[src/logic/smbus_clock_buffer_config_consts.vh]
// Constants for the SMBus configuration target of the clock buffer
`ifndef SMBUS_CLOCK_BUFFER_CONFIG_CONSTS_VH
`define SMBUS_CLOCK_BUFFER_CONFIG_CONSTS_VH

// ----------------------------------------------------------------
// Register offsets
// ----------------------------------------------------------------
`define OFS_OUTPUT_ENABLE   8'h00
`define OFS_PLL_MODE_AMPL   8'h01
`define OFS_OUTPUT_SLEW     8'h02
`define OFS_FREQ_SELECT     8'h03
`define OFS_RESERVED_ONES   8'h04
`define OFS_REV_VENDOR      8'h05
`define OFS_DEVICE_ID       8'h06
`define OFS_BYTE_COUNT      8'h07

// ----------------------------------------------------------------
// Writable masks, fixed-one bits and reset values
// ----------------------------------------------------------------
`define OE_WR_MASK          8'h6A
`define OE_FIXED_ONES       8'h05
`define OE_RESET            8'h6A
`define PM_WR_MASK          8'h3B
`define PM_FIXED_ONES       8'h04
`define PM_RESET            8'h02
`define SLEW_WR_MASK        8'h6A
`define SLEW_FIXED_ONES     8'h04
`define SLEW_RESET          8'h6A
`define FS_WR_MASK          8'h39
`define FS_FIXED_ONES       8'h82
`define FS_RESET            8'h01
`define RESERVED_VALUE      8'hFF
`define BC_WR_MASK          8'h1F
`define BC_RESET            8'h08

// ----------------------------------------------------------------
// Field positions
// ----------------------------------------------------------------
`define OUT3_BIT            6
`define OUT2_BIT            5
`define OUT1_BIT            3
`define OUT0_BIT            1
`define PLL_SW_EN_BIT       5
`define PLL_SW_SEL_HI       4
`define PLL_SW_SEL_LO       3
`define AMPL_HI             1
`define AMPL_LO             0
`define FREQ_EN_BIT         5
`define FREQ_HI             4
`define FREQ_LO             3
`define FB_SLEW_BIT         0

// ----------------------------------------------------------------
// Target addresses by strap level (00 low, 01 mid, 1x high)
// ----------------------------------------------------------------
`define ADDR_STRAP_LOW      7'h6B
`define ADDR_STRAP_MID      7'h6C
`define ADDR_STRAP_HIGH     7'h6D

// ----------------------------------------------------------------
// Serial engine figures
// ----------------------------------------------------------------
`define BITS_PER_BYTE       4'h8
`define LAST_TX_BIT         4'h7

`endif

[src/logic/smbus_clock_buffer_config.v]
// SMBus configuration target of a four-output clock fanout buffer
`timescale 1ns/10ps
`default_nettype none
`include "smbus_clock_buffer_config_consts.vh"

// Notes on behaviour
// - Write transfer: start plus matching write address is acknowledged.
// - First byte after write address sets the starting offset; acknowledged.
// - Next byte is the data byte count; acknowledged.
// - Data bytes up to the count go to consecutive offsets, each acknowledged.
// - Read: offset written, repeated start, read address; all acknowledged.
// - Read phase returns the byte count first, then registers from offset.
// - Address comes from the select strap, latched once after reset.
// - Byte 0 bits 6,5,3,1 enable outputs, reset 1, override pin.
// - Byte 1 bits 7:6 read back the strapped PLL mode.
// - Byte 1 bit 5 picks strap or bits 4:3 as PLL mode.
// - Byte 1 bits 1:0 pick amplitude 0.6 to 0.9V, reset 10.
// - Byte 2 bits 6,5,3,1 pick slew per output, reset 1.
// - Byte 3 bit 5 gates the frequency select bits 4:3.
// - Byte 3 bit 0 picks feedback slew, reset 1.
// - Offset 4 always reads all ones.
// - Byte 7 holds the writable read byte count, default eight.
module smbus_clock_buffer_config #(
  parameter [7:0] REV_VENDOR_ID = 8'h00,  // Arbitrary value
  parameter [7:0] DEVICE_ID     = 8'h00   // Arbitrary value
) (
  // Clock, reset, enable
  input  wire       sys_clk,
  input  wire       rstn,
  input  wire       ce,
  // SMBus pins
  input  wire       scl_in,
  input  wire       sda_in,
  output wire       sda_out,
  output reg        sda_oe,
  // Board pins and straps
  input  wire [3:0] out_enable_n_pin,
  input  wire [1:0] addr_select_strap,
  input  wire [1:0] pll_mode_strap,
  // Controls to the clock outputs
  output reg  [3:0] out_enable,
  output reg  [3:0] out_slew_sel,
  output reg        feedback_slew_sel,
  output reg  [1:0] amplitude,
  output reg  [1:0] pll_mode,
  output reg        freq_sel_en,
  output reg  [1:0] freq_choice
);

  // ----------------------------------------------------------------
  // Local encodings
  // ----------------------------------------------------------------
  localparam [4:0] ST_IDLE = 5'h01;
  localparam [4:0] ST_RX   = 5'h02;
  localparam [4:0] ST_ACK  = 5'h04;
  localparam [4:0] ST_TX   = 5'h08;
  localparam [4:0] ST_RACK = 5'h10;

  localparam [1:0] PH_ADDR = 2'h0;
  localparam [1:0] PH_OFS  = 2'h1;
  localparam [1:0] PH_CNT  = 2'h2;
  localparam [1:0] PH_DATA = 2'h3;

  localparam       NPIN    = 10;

  // ----------------------------------------------------------------
  // Declarations
  // ----------------------------------------------------------------
  reg  [1:0]      rst_sync_q;
  wire            rst_n;
  reg  [NPIN-1:0] pin1_q;
  reg  [NPIN-1:0] pin2_q;
  reg  [NPIN-1:0] pin3_q;
  reg  [NPIN-1:0] pin_q;
  reg             scl_prev_q;
  reg             sda_prev_q;
  reg             strap_done_q;
  reg  [6:0]      dev_addr_q;
  reg  [1:0]      pll_strap_q;
  reg  [4:0]      state_q;
  reg  [1:0]      phase_q;
  reg  [3:0]      bit_cnt_q;
  reg  [7:0]      shift_q;
  reg  [7:0]      ptr_q;
  reg  [7:0]      left_q;
  reg             read_q;
  reg             nack_q;
  reg  [7:0]      oe_q;
  reg  [7:0]      pm_q;
  reg  [7:0]      slew_q;
  reg  [7:0]      fs_q;
  reg  [7:0]      bc_q;
  wire [NPIN-1:0] pin_raw;
  wire            scl_s;
  wire            sda_s;
  wire            scl_rise;
  wire            scl_fall;
  wire            start_det;
  wire            stop_det;
  wire [7:0]      count_byte;
  wire [7:0]      rd_next;

  // ----------------------------------------------------------------
  // Register read view
  // ----------------------------------------------------------------
  function [7:0] reg_view;
    input [7:0] ofs;
    begin
      case (ofs)
        `OFS_OUTPUT_ENABLE: reg_view = (oe_q & `OE_WR_MASK) | `OE_FIXED_ONES;
        `OFS_PLL_MODE_AMPL: reg_view = {pll_strap_q, 6'h00}
                                       | (pm_q & `PM_WR_MASK)
                                       | `PM_FIXED_ONES;
        `OFS_OUTPUT_SLEW:   reg_view = (slew_q & `SLEW_WR_MASK)
                                       | `SLEW_FIXED_ONES;
        `OFS_FREQ_SELECT:   reg_view = (fs_q & `FS_WR_MASK) | `FS_FIXED_ONES;
        `OFS_RESERVED_ONES: reg_view = `RESERVED_VALUE;
        `OFS_REV_VENDOR:    reg_view = REV_VENDOR_ID;
        `OFS_DEVICE_ID:     reg_view = DEVICE_ID;
        `OFS_BYTE_COUNT:    reg_view = bc_q & `BC_WR_MASK;
        default:            reg_view = 8'h00;
      endcase
    end
  endfunction

  // ----------------------------------------------------------------
  // Pin conditioning
  // ----------------------------------------------------------------
  assign pin_raw   = {pll_mode_strap, addr_select_strap, out_enable_n_pin,
                      sda_in, scl_in};
  assign scl_s     = pin_q[0];
  assign sda_s     = pin_q[1];
  assign scl_rise  = scl_s & ~scl_prev_q;
  assign scl_fall  = ~scl_s & scl_prev_q;
  assign start_det = scl_s & scl_prev_q & sda_prev_q & ~sda_s;
  assign stop_det  = scl_s & scl_prev_q & ~sda_prev_q & sda_s;
  assign count_byte = bc_q & `BC_WR_MASK;
  assign rd_next   = reg_view(ptr_q);
  // Open drain: the pad only ever pulls low
  assign sda_out   = 1'b0;

  assign rst_n = rst_sync_q[1];

  always @(posedge sys_clk or negedge rstn) begin
    if (!rstn) begin
      rst_sync_q <= 2'h0;
    end else begin
      rst_sync_q <= {rst_sync_q[0], 1'b1};
    end
  end

  // ----------------------------------------------------------------
  // Serial engine and register file
  // ----------------------------------------------------------------
  always @(posedge sys_clk or negedge rst_n) begin
    if (!rst_n) begin
      pin1_q       <= {NPIN{1'b1}};
      pin2_q       <= {4'h0, 6'h3F};  // Straps wait for real pin data
      pin3_q       <= {NPIN{1'b1}};
      pin_q        <= {NPIN{1'b1}};
      scl_prev_q   <= 1'b1;
      sda_prev_q   <= 1'b1;
      strap_done_q <= 1'b0;
      dev_addr_q   <= `ADDR_STRAP_LOW;
      pll_strap_q  <= 2'h0;
      state_q      <= ST_IDLE;
      phase_q      <= PH_ADDR;
      bit_cnt_q    <= 4'h0;
      shift_q      <= 8'h00;
      ptr_q        <= 8'h00;
      left_q       <= 8'h00;
      read_q       <= 1'b0;
      nack_q       <= 1'b1;
      sda_oe       <= 1'b0;
      oe_q         <= `OE_RESET;
      pm_q         <= `PM_RESET;
      slew_q       <= `SLEW_RESET;
      fs_q         <= `FS_RESET;
      bc_q         <= `BC_RESET;
    end else if (ce) begin
      pin1_q <= pin_raw;
      pin2_q <= pin1_q;
      pin3_q <= pin2_q;
      // A pin change counts only once two stages agree
      pin_q  <= (pin2_q & pin3_q) | (pin_q & (pin2_q ^ pin3_q));
      scl_prev_q <= scl_s;
      sda_prev_q <= sda_s;
      // Straps are caught once the pipe has filled; later moves are ignored
      if (!strap_done_q && (pin2_q[9:6] == pin3_q[9:6])) begin
        strap_done_q <= 1'b1;
        pll_strap_q  <= pin3_q[9:8];
        case (pin3_q[7:6])
          2'h0:    dev_addr_q <= `ADDR_STRAP_LOW;
          2'h1:    dev_addr_q <= `ADDR_STRAP_MID;
          default: dev_addr_q <= `ADDR_STRAP_HIGH;
        endcase
      end
      if (stop_det) begin
        state_q <= ST_IDLE;
        sda_oe  <= 1'b0;
      end else if (start_det) begin
        // Start and repeated start both restart address reception
        state_q   <= ST_RX;
        phase_q   <= PH_ADDR;
        bit_cnt_q <= 4'h0;
        sda_oe    <= 1'b0;
      end else begin
        case (state_q)
          ST_RX: begin
            if (scl_rise) begin
              shift_q   <= {shift_q[6:0], sda_s};
              bit_cnt_q <= bit_cnt_q + 4'h1;
            end else if (scl_fall && bit_cnt_q == `BITS_PER_BYTE) begin
              bit_cnt_q <= 4'h0;
              state_q   <= ST_ACK;
              sda_oe    <= 1'b1;
              case (phase_q)
                PH_ADDR: begin
                  if (shift_q[7:1] == dev_addr_q) begin
                    read_q  <= shift_q[0];
                    phase_q <= PH_OFS;
                  end else begin
                    state_q <= ST_IDLE;
                    sda_oe  <= 1'b0;
                  end
                end
                PH_OFS: begin
                  ptr_q   <= shift_q;
                  phase_q <= PH_CNT;
                end
                PH_CNT: begin
                  left_q  <= shift_q;
                  phase_q <= PH_DATA;
                end
                default: begin
                  // Bytes beyond the announced count are refused
                  if (left_q != 8'h00) begin
                    left_q <= left_q - 8'h01;
                    ptr_q  <= ptr_q + 8'h01;
                    case (ptr_q)
                      `OFS_OUTPUT_ENABLE: oe_q   <= shift_q & `OE_WR_MASK;
                      `OFS_PLL_MODE_AMPL: pm_q   <= shift_q & `PM_WR_MASK;
                      `OFS_OUTPUT_SLEW:   slew_q <= shift_q & `SLEW_WR_MASK;
                      `OFS_FREQ_SELECT:   fs_q   <= shift_q & `FS_WR_MASK;
                      `OFS_BYTE_COUNT:    bc_q   <= shift_q & `BC_WR_MASK;
                      default:            bc_q   <= bc_q;
                    endcase
                  end else begin
                    state_q <= ST_IDLE;
                    sda_oe  <= 1'b0;
                  end
                end
              endcase
            end
          end
          ST_ACK: begin
            if (scl_fall) begin
              if (read_q && phase_q == PH_OFS) begin
                // Read address taken: the count byte goes out first
                state_q   <= ST_TX;
                shift_q   <= count_byte;
                sda_oe    <= ~count_byte[7];
                bit_cnt_q <= 4'h0;
              end else begin
                state_q <= ST_RX;
                sda_oe  <= 1'b0;
              end
            end
          end
          ST_TX: begin
            if (scl_fall) begin
              if (bit_cnt_q == `LAST_TX_BIT) begin
                state_q <= ST_RACK;
                sda_oe  <= 1'b0;
              end else begin
                bit_cnt_q <= bit_cnt_q + 4'h1;
                shift_q   <= {shift_q[6:0], 1'b0};
                sda_oe    <= ~shift_q[6];
              end
            end
          end
          ST_RACK: begin
            if (scl_rise) begin
              nack_q <= sda_s;
            end else if (scl_fall) begin
              if (nack_q) begin
                state_q <= ST_IDLE;
              end else begin
                state_q   <= ST_TX;
                shift_q   <= rd_next;
                sda_oe    <= ~rd_next[7];
                ptr_q     <= ptr_q + 8'h01;
                bit_cnt_q <= 4'h0;
              end
            end
          end
          default: begin
            state_q <= ST_IDLE;
            sda_oe  <= 1'b0;
          end
        endcase
      end
    end
  end

  // ----------------------------------------------------------------
  // Control outputs
  // ----------------------------------------------------------------
  always @(posedge sys_clk or negedge rst_n) begin
    if (!rst_n) begin
      out_enable        <= 4'h0;
      out_slew_sel      <= 4'hF;
      feedback_slew_sel <= 1'b1;
      amplitude         <= 2'h2;
      pll_mode          <= 2'h0;
      freq_sel_en       <= 1'b0;
      freq_choice       <= 2'h0;
    end else if (ce) begin
      // A cleared bit forces the pair low whatever its pin says
      out_enable   <= {oe_q[`OUT3_BIT], oe_q[`OUT2_BIT],
                       oe_q[`OUT1_BIT], oe_q[`OUT0_BIT]}
                      & ~pin_q[5:2];
      out_slew_sel <= {slew_q[`OUT3_BIT], slew_q[`OUT2_BIT],
                       slew_q[`OUT1_BIT], slew_q[`OUT0_BIT]};
      feedback_slew_sel <= fs_q[`FB_SLEW_BIT];
      amplitude    <= pm_q[`AMPL_HI:`AMPL_LO];
      pll_mode     <= pm_q[`PLL_SW_EN_BIT] ?
                      pm_q[`PLL_SW_SEL_HI:`PLL_SW_SEL_LO] : pll_strap_q;
      freq_sel_en  <= fs_q[`FREQ_EN_BIT];
      freq_choice  <= fs_q[`FREQ_EN_BIT] ?
                      fs_q[`FREQ_HI:`FREQ_LO] : 2'h0;
    end
  end

endmodule
`default_nettype wire

[config.mk]
export PLATFORM = sky130hd
export DESIGN_NAME = smbus_clock_buffer_config
export DESIGN_NICKNAME = d
export VERILOG_FILES = /design/src/logic/smbus_clock_buffer_config.v
export VERILOG_INCLUDE_DIRS = /design/src /design/src/logic
export SDC_FILE = /design/constraint.sdc
export NUM_CORES = 1
export LEC_CHECK = 0
export ABC_AREA = 1
export BUFFER_PORTS_ARGS = -buffer_cell sky130_fd_sc_hd__buf_2
export CAP_MARGIN = 40
export CELL_PAD_IN_SITES_DETAIL_PLACEMENT = 0
export CELL_PAD_IN_SITES_GLOBAL_PLACEMENT = 2
export CORE_UTILIZATION = 33
export DETAILED_ROUTE_END_ITERATION = 8
export HOLD_SLACK_MARGIN = 0.03
export PLACE_DENSITY_LB_ADDON = 0.1
export SLEW_MARGIN = 0
export SYNTH_ARGS = -nofsm -noshare
export SYNTH_HDL_FRONTEND = slang
export SYNTH_SLANG_ARGS = --single-unit
[constraint.sdc]
create_clock -name sys_clk -period 3.5 [get_ports sys_clk]
set_input_delay 0.7 -clock sys_clk [delete_from_list [all_inputs] [get_ports sys_clk]]
set_output_delay 0.7 -clock sys_clk [all_outputs]
set_load 0.005 [all_outputs]
# Word level (Yosys, flattened, before mapping)
# Index checks and enable logic that the tools add are counted.
[totals] inputBits=13 output_inout_bits=18 register_bits=130 elab_cells=209
[op_classes] addsub=3 n_eq_ne=46 bitwise=25 muxes=70 reduce_logical=34
[op_table] operator="$mux W8" count=15
[op_table] operator="$mux W4" count=12
[op_table] operator="$pmux W8 S2" count=3
[op_table] operator="$pmux W8 S6" count=1
[op_table] operator="$mux W5" count=9
[op_table] operator="$reduce_and A9 Y1" count=5
[op_table] operator="$ne A4 B4 Y1 const B" count=9
[op_table] operator="$pmux W8 S4" count=1
[op_table] operator="$reduce_and A8 Y1" count=4
[op_table] operator="$ne A3 B3 Y1 const B" count=9
[op_table] operator="$ne A2 B2 Y1 const B" count=11
[op_table] operator="$reduce_and A11 Y1" count=2
[op_table] operator="$and A10 B10 Y10" count=2
[op_table] operator="$pmux W5 S4" count=1
[op_table] operator="$eq A8 B2 Y1 const B" count=2
[op_table] operator="$eq A8 B3 Y1 const B" count=2
[op_table] operator="$pmux W4 S4" count=1
[op_table] operator="$mux W2" count=7
[op_table] operator="$mux W1" count=13
[op_table] operator="$pmux W3 S2" count=2
[op_table] operator="$reduce_and A12 Y1" count=1
[op_table] operator="$not A1 Y1" count=11
[op_table] operator="$or A10 B10 Y10" count=1
[op_table] operator="$xor A10 B10 Y10" count=1
[op_table] operator="other kinds (36)" count=53

# Logic depth before layout (Yosys ltp)
[logic_depth] word_depth=9 ltp_mapped=12

# Worst setup path before layout
# OpenSTA, ideal clock, no wires.
[synth_timing] path_type="input port to flip-flop" from="input port ce" to="register fs_q[3]" setup_slack_ps=1551 arrival_time_ps=1820 path_stages=6 required_ps=3371 cell_sequence="buf_2 -> clkinv_1 -> nor4_4 -> nand3_1 -> nand2_1 -> o21ai_0"
[synth_via] elab_chain_cells=1
[synth_rtl] item="start, declared" line="smbus_clock_buffer_config.v:30" text="input wire ce,"
[synth_rtl] item="$reduce_and A9 Y1 (no source line)"
[synth_rtl] item="end signal, assigned" line="smbus_clock_buffer_config.v:178" text="fs_q <= `FS_RESET;"
[synth_rtl] item="end signal, assigned" line="smbus_clock_buffer_config.v:244" text="`OFS_FREQ_SELECT: fs_q <= shift_q & `FS_WR_MASK;"
[synth_rtl] item="end, declared" line="smbus_clock_buffer_config.v:91" text="reg [7:0] fs_q;"
# Every way passes these cells.
# A chain may end at the register's enable or synchronous reset.

# Final worst setup path
[layout_timing] from="register pin_q[0]" to="register state_q[2]"
[layout_via] elab_chain_cells=5 word_cells_on_any_way=19 cone_classes="eq/ne (7); mux (2); bitwise (8); reduce/logical (2)"
[layout_rtl] item="start, declared" line="smbus_clock_buffer_config.v:74" text="reg [NPIN-1:0] pin_q;"
[layout_rtl] item="start signal, assigned" line="smbus_clock_buffer_config.v:160" text="pin_q <= {NPIN{1'b1}};"
[layout_rtl] item="start signal, assigned" line="smbus_clock_buffer_config.v:185" text="pin_q <= (pin2_q & pin3_q) | (pin_q & (pin2_q ^ pin3_q));"
[layout_rtl] item="$and A1 B1 Y1 or $not A1 Y1 (tied branches)" line="smbus_clock_buffer_config.v:135, smbus_clock_buffer_config.v:136, smbus_clock_buffer_config.v:134"
[layout_rtl] item="$and A1 B1 Y1 (on tied branches)" line="smbus_clock_buffer_config.v:135, smbus_clock_buffer_config.v:134, smbus_clock_buffer_config.v:136"
[layout_rtl] item="$and A1 B1 Y1, or another cell as far along" line="smbus_clock_buffer_config.v:135" text="assign start_det = scl_s & scl_prev_q & sda_prev_q & ~sda_s;"
[layout_rtl] item="$ne A4 B4 Y1 (no source line) or $mux W5 (tied branches)"
[layout_rtl] item="$reduce_and A8 Y1 (no source line) or $mux W5 (tied branches)"
[layout_rtl] item="end signal, assigned" line="smbus_clock_buffer_config.v:166" text="state_q <= ST_IDLE;"
[layout_rtl] item="end signal, assigned" line="smbus_clock_buffer_config.v:199" text="state_q <= ST_IDLE;"
[layout_rtl] item="end signal, assigned" line="smbus_clock_buffer_config.v:203" text="state_q <= ST_RX;"
[layout_rtl] item="end, declared" line="smbus_clock_buffer_config.v:80" text="reg [4:0] state_q;"
# Parallel ways exist; a longest one is shown, timed or not.

==> flow_metrics.py <==
metrics = {
    "status": {
        "status": "completed",
    },
    "sta": {
        "rsz0062_at_grt": "false",
        "worst_pin_slew_ns": 0.6574,
        "setup_viol": 0,
        "finalSetupTns_ns": 0,
        "fin_skew_ns": 0.008200,
        "fmax_mhz": 423.5,
        "drv_slew": 0,
        "fin_crit_ns": 2.361,
        "relSlewSlack": 0.5605,
        "period_share": 0.6747,
        "hold_viol": 0,
    },
    "placed_design": {
        "portBuffers": 29,
        "placed_cell_area_sq_um": 6910,
        "gp_congestion": 0.8436,
        "place_inst": 1125,
        "place_hpwl_um": 12580,
    },
    "pwr": {
        "leakage_nw": 3.641,
        "seqPwrFrac": 0.412,
        "power_frac_comb": 0.047,
        "pwr_density_cell_nw_per_um2": 495.4,
        "vdd_drop_max_v": 0.0003965,
        "p_int_mw": 2.921,
        "power_mw": 3.762,
        "switching_share": 0.2235,
        "p_sw_mw": 0.8410,
        "pwr-share-clk": 0.541,
    },
    "clocking": {
        "clk_pin_slew_ns": 0.06,
        "clk_latency_ns": 0.42,
        "h-tree-depth": 4,
        "ctsResizeCount": 0,
        "cts_tree": "yes",
        "root_buffer": "clkbuf_16",
        "postCtsSetupRepairBufs": 0,
        "hold_buffers": 0,
        "cts_buffers": 17,
        "cts_sinks": 122,
        "cts_buffer_depth": 2,
    },
    "yosys": {
        "ys.flop_type": "dfrtp_1",
        "synth_edf_count": 0,
        "synth_nets": 878,
        "avgSynthCellArea_sq_um": 7.631,
        "ys_ff_latch": 122,
        "synth.distinct_cells": 35,
        "syn-cell-area_sq_um": 6464,
        "ys_warn_count": 0,
        "yosysSeqAreaShare": 0.4830,
        "syn_inst": 847,
        "synthArstFlopShare": 1.000,
    },
    "finish": {
        "layout.nets": 915,
        "drive_gt1_frac": 0.1538,
        "num_antenna_cells": 0,
        "postLayoutCellArea_sq_um": 7595,
        "stdcell_count": 1157,
        "area_growth_pct": 17.50,
    },
    "drt": {
        "vias": 5558,
        "wirelength_um": 17350,
        "post-route-drc-count": 0,
        "postRouteAntennaNets": 0,
        "wl_per_cell_um": 14.99,
        "first_pass_iters": 4,
        "vias_per_cell": 4.804,
        "drtIter0Drc": 390,
    },
    "floorplanning": {
        "initial_core_util": 0.3410,
        "coreArea_sq_um": 18960,
        "die_x_um": 142.0,
        "dieHeight_um": 142.0,
        "io_pins": 31,
        "die_area_sq_um": 20150,
        "fp-row-count": 50,
    },
    "run": {
        "cap_viol_max_count": 0,
    },
    "global_routing": {
        "antenna_found_initial": 0,
        "grt_max_degree": 60,
        "overflow": 0,
        "grt_use_total": 0.1831,
        "grt_first_pass_wirelength_um": 28510,
        "first_global_vias": 5374,
    },
    "setup_path": {
        "cp.required_ns": 3.84,
        "endpoint_kind": "flop",
        "crit_path_start_kind": "flop",
        "cp_top_family": "simple AND/OR/NAND/NOR gates",
        "r2r_cells": 10,
        "worstReg2RegStart": "pin_q[0]",
        "critPathArrivalTime_ns": 2.70,
        "r2r_setup_slack_ns": 1.14,
        "setup.worst_path.class": "reg -> reg",
        "cp_max_fo": 16,
        "r2r_end": "state_q[2]",
        "cp_cell_sequence": "nand2_1 -> inv_1 -> nand3_1 -> nand2_1 -> nor2_1 -> nor2_1 -> nand3_1 -> inv_1 -> nand2_1 -> o21ai_0",
        "crit_path_frequent_cell": "nand2_1",
        "slowest_delay_ns": 0.56,
        "crit_buf_inv": 2,
        "crit_path_top_delay_cell": "dfstp_2",
    },
    "worst_hold_path": {
        "min_path_type": "in -> async",
    },
}
==> cells by family (layout without fill, tap and decap cells) <==
logic type      after synthesis  after routing  synth area share
simple gates                455            455            0.2952
buf+inv                     102            152           0.06117
compound gates              140            140            0.1138
other cells                   2              2          0.001162
fa+ha+maj                    18             18           0.03484
xor+xnor                      8              8           0.01084
flops                       122            122            0.4830
==> state kept, by name, indices dropped and copies added, names as in the netlist, 3 cells and up <==
signal,cells
pin2_q,10
bc_q,5
pin3_q,10
slew_q,4
out_slew_sel,4
left_q,8
ptr_q,8
fs_q,4
pin_q,6
pm_q,5
pin1_q,10
state_q,5
bit_cnt_q,4
shift_q,8
out_enable,4
oe_q,4
dev_addr_q,3
==> per-layer routing <==
metal  wire length (um)  share of wire  vias up  GRT usage
met2               7922           0.46       91     0.2930
met4                331          0.019        0    0.06282
li1                   -              -     2804          -
met3                431          0.025       22    0.02826
met5                  0              0        -          0
met1               8663           0.50     2641     0.2522
==> power groups by stage <==
stage          logic [mW]  registers (mW)  clock network (mW)
6_report            0.176            1.55                2.04
5_1_grt             0.207            1.56                2.16
4_1_cts             0.179            1.55                2.08
2_1_floorplan       0.114            1.57                   0
3_5_place_dp        0.177            1.57                   0
3_3_place_gp        0.175            1.57                   0
==> Yosys cell counts, types with 2 or more instances <==
cell | number | share of area
a22o_1 | 4 | 0.0054
ha_1 | 18 | 0.035
a31oi_1 | 2 | 0.0019
nor2_1 | 75 | 0.044
nand4_1 | 11 | 0.011
dfstp_2 | 55 | 0.22
o22ai_1 | 2 | 0.0019
conb_1 | 2 | 0.0012
a22oi_1 | 2 | 0.0023
nand2_1 | 294 | 0.17
buf_2 | 4 | 0.0031
clkinv_1 | 2 | 0.0012
a21oi_1 | 25 | 0.019
nor2_2 | 5 | 0.0048
nand3b_1 | 2 | 0.0023
dfrtp_1 | 67 | 0.26
clkbuf_1 | 12 | 0.0070
nand3_2 | 4 | 0.0062
nand3_1 | 52 | 0.040
inv_1 | 81 | 0.047
nor3_1 | 6 | 0.0046
o21ai_0 | 101 | 0.078
buf_4 | 2 | 0.0023
xor2_1 | 8 | 0.011
==> how the worst max path moves through the flow <==
stage / startpoint / endpoint / slack (ns) / cells past startpoint
CTS: pin_q[0] / state_q[2] / 1.12 / 10
floorplan: rst_sync_q[1] / amplitude[0] / 1.52 / 0
global route: pin_q[0] / state_q[2] / 0.82 / 10
detailed placement: phase_q[0] / ptr_q[1] / 1.14 / 9
finish: pin_q[0] / state_q[2] / 1.14 / 10
global placement: pin_q[0] / state_q[2] / 1.10 / 10
==> cells in the final DEF (no fill, tap or decap), drive strengths merged, types with 24 or more instances in the layout <==
cell    count
nor2       81
nand2     294
dfrtp      67
nand3      56
inv        85
clkbuf     24
a21oi      25
dfstp      55
o21ai     101
buf        36
==> stage by stage <==
step	hold WS [ns]	worst slack (ns)	util
5_1_grt	0.04155	0.8196	0.4007
2_1_floorplan	0.3311	1.517	-
3_5_place_dp	0.2954	1.141	0.3646
6_report	0.05687	1.139	0.4007
4_1_cts	0.04388	1.120	0.4007
3_3_place_gp	0.2884	1.105	0.3646
==> area by class of cell <==
| type | count | area [sq um] |
|---|---|---|
| Multi-Input combinational cell | 623 | 2947 |
| Timing Repair Buffer | 36 | 197.7 |
| Clock buffer | 24 | 535.5 |
| Fill cell | 1980 | 11360 |
| Clock inverter | 8 | 148.9 |
| Sequential cell | 122 | 3126 |
| Tap cell | 260 | 325.3 |
| Inverter | 84 | 315.3 |
Power figures use the tool's default switching activity.
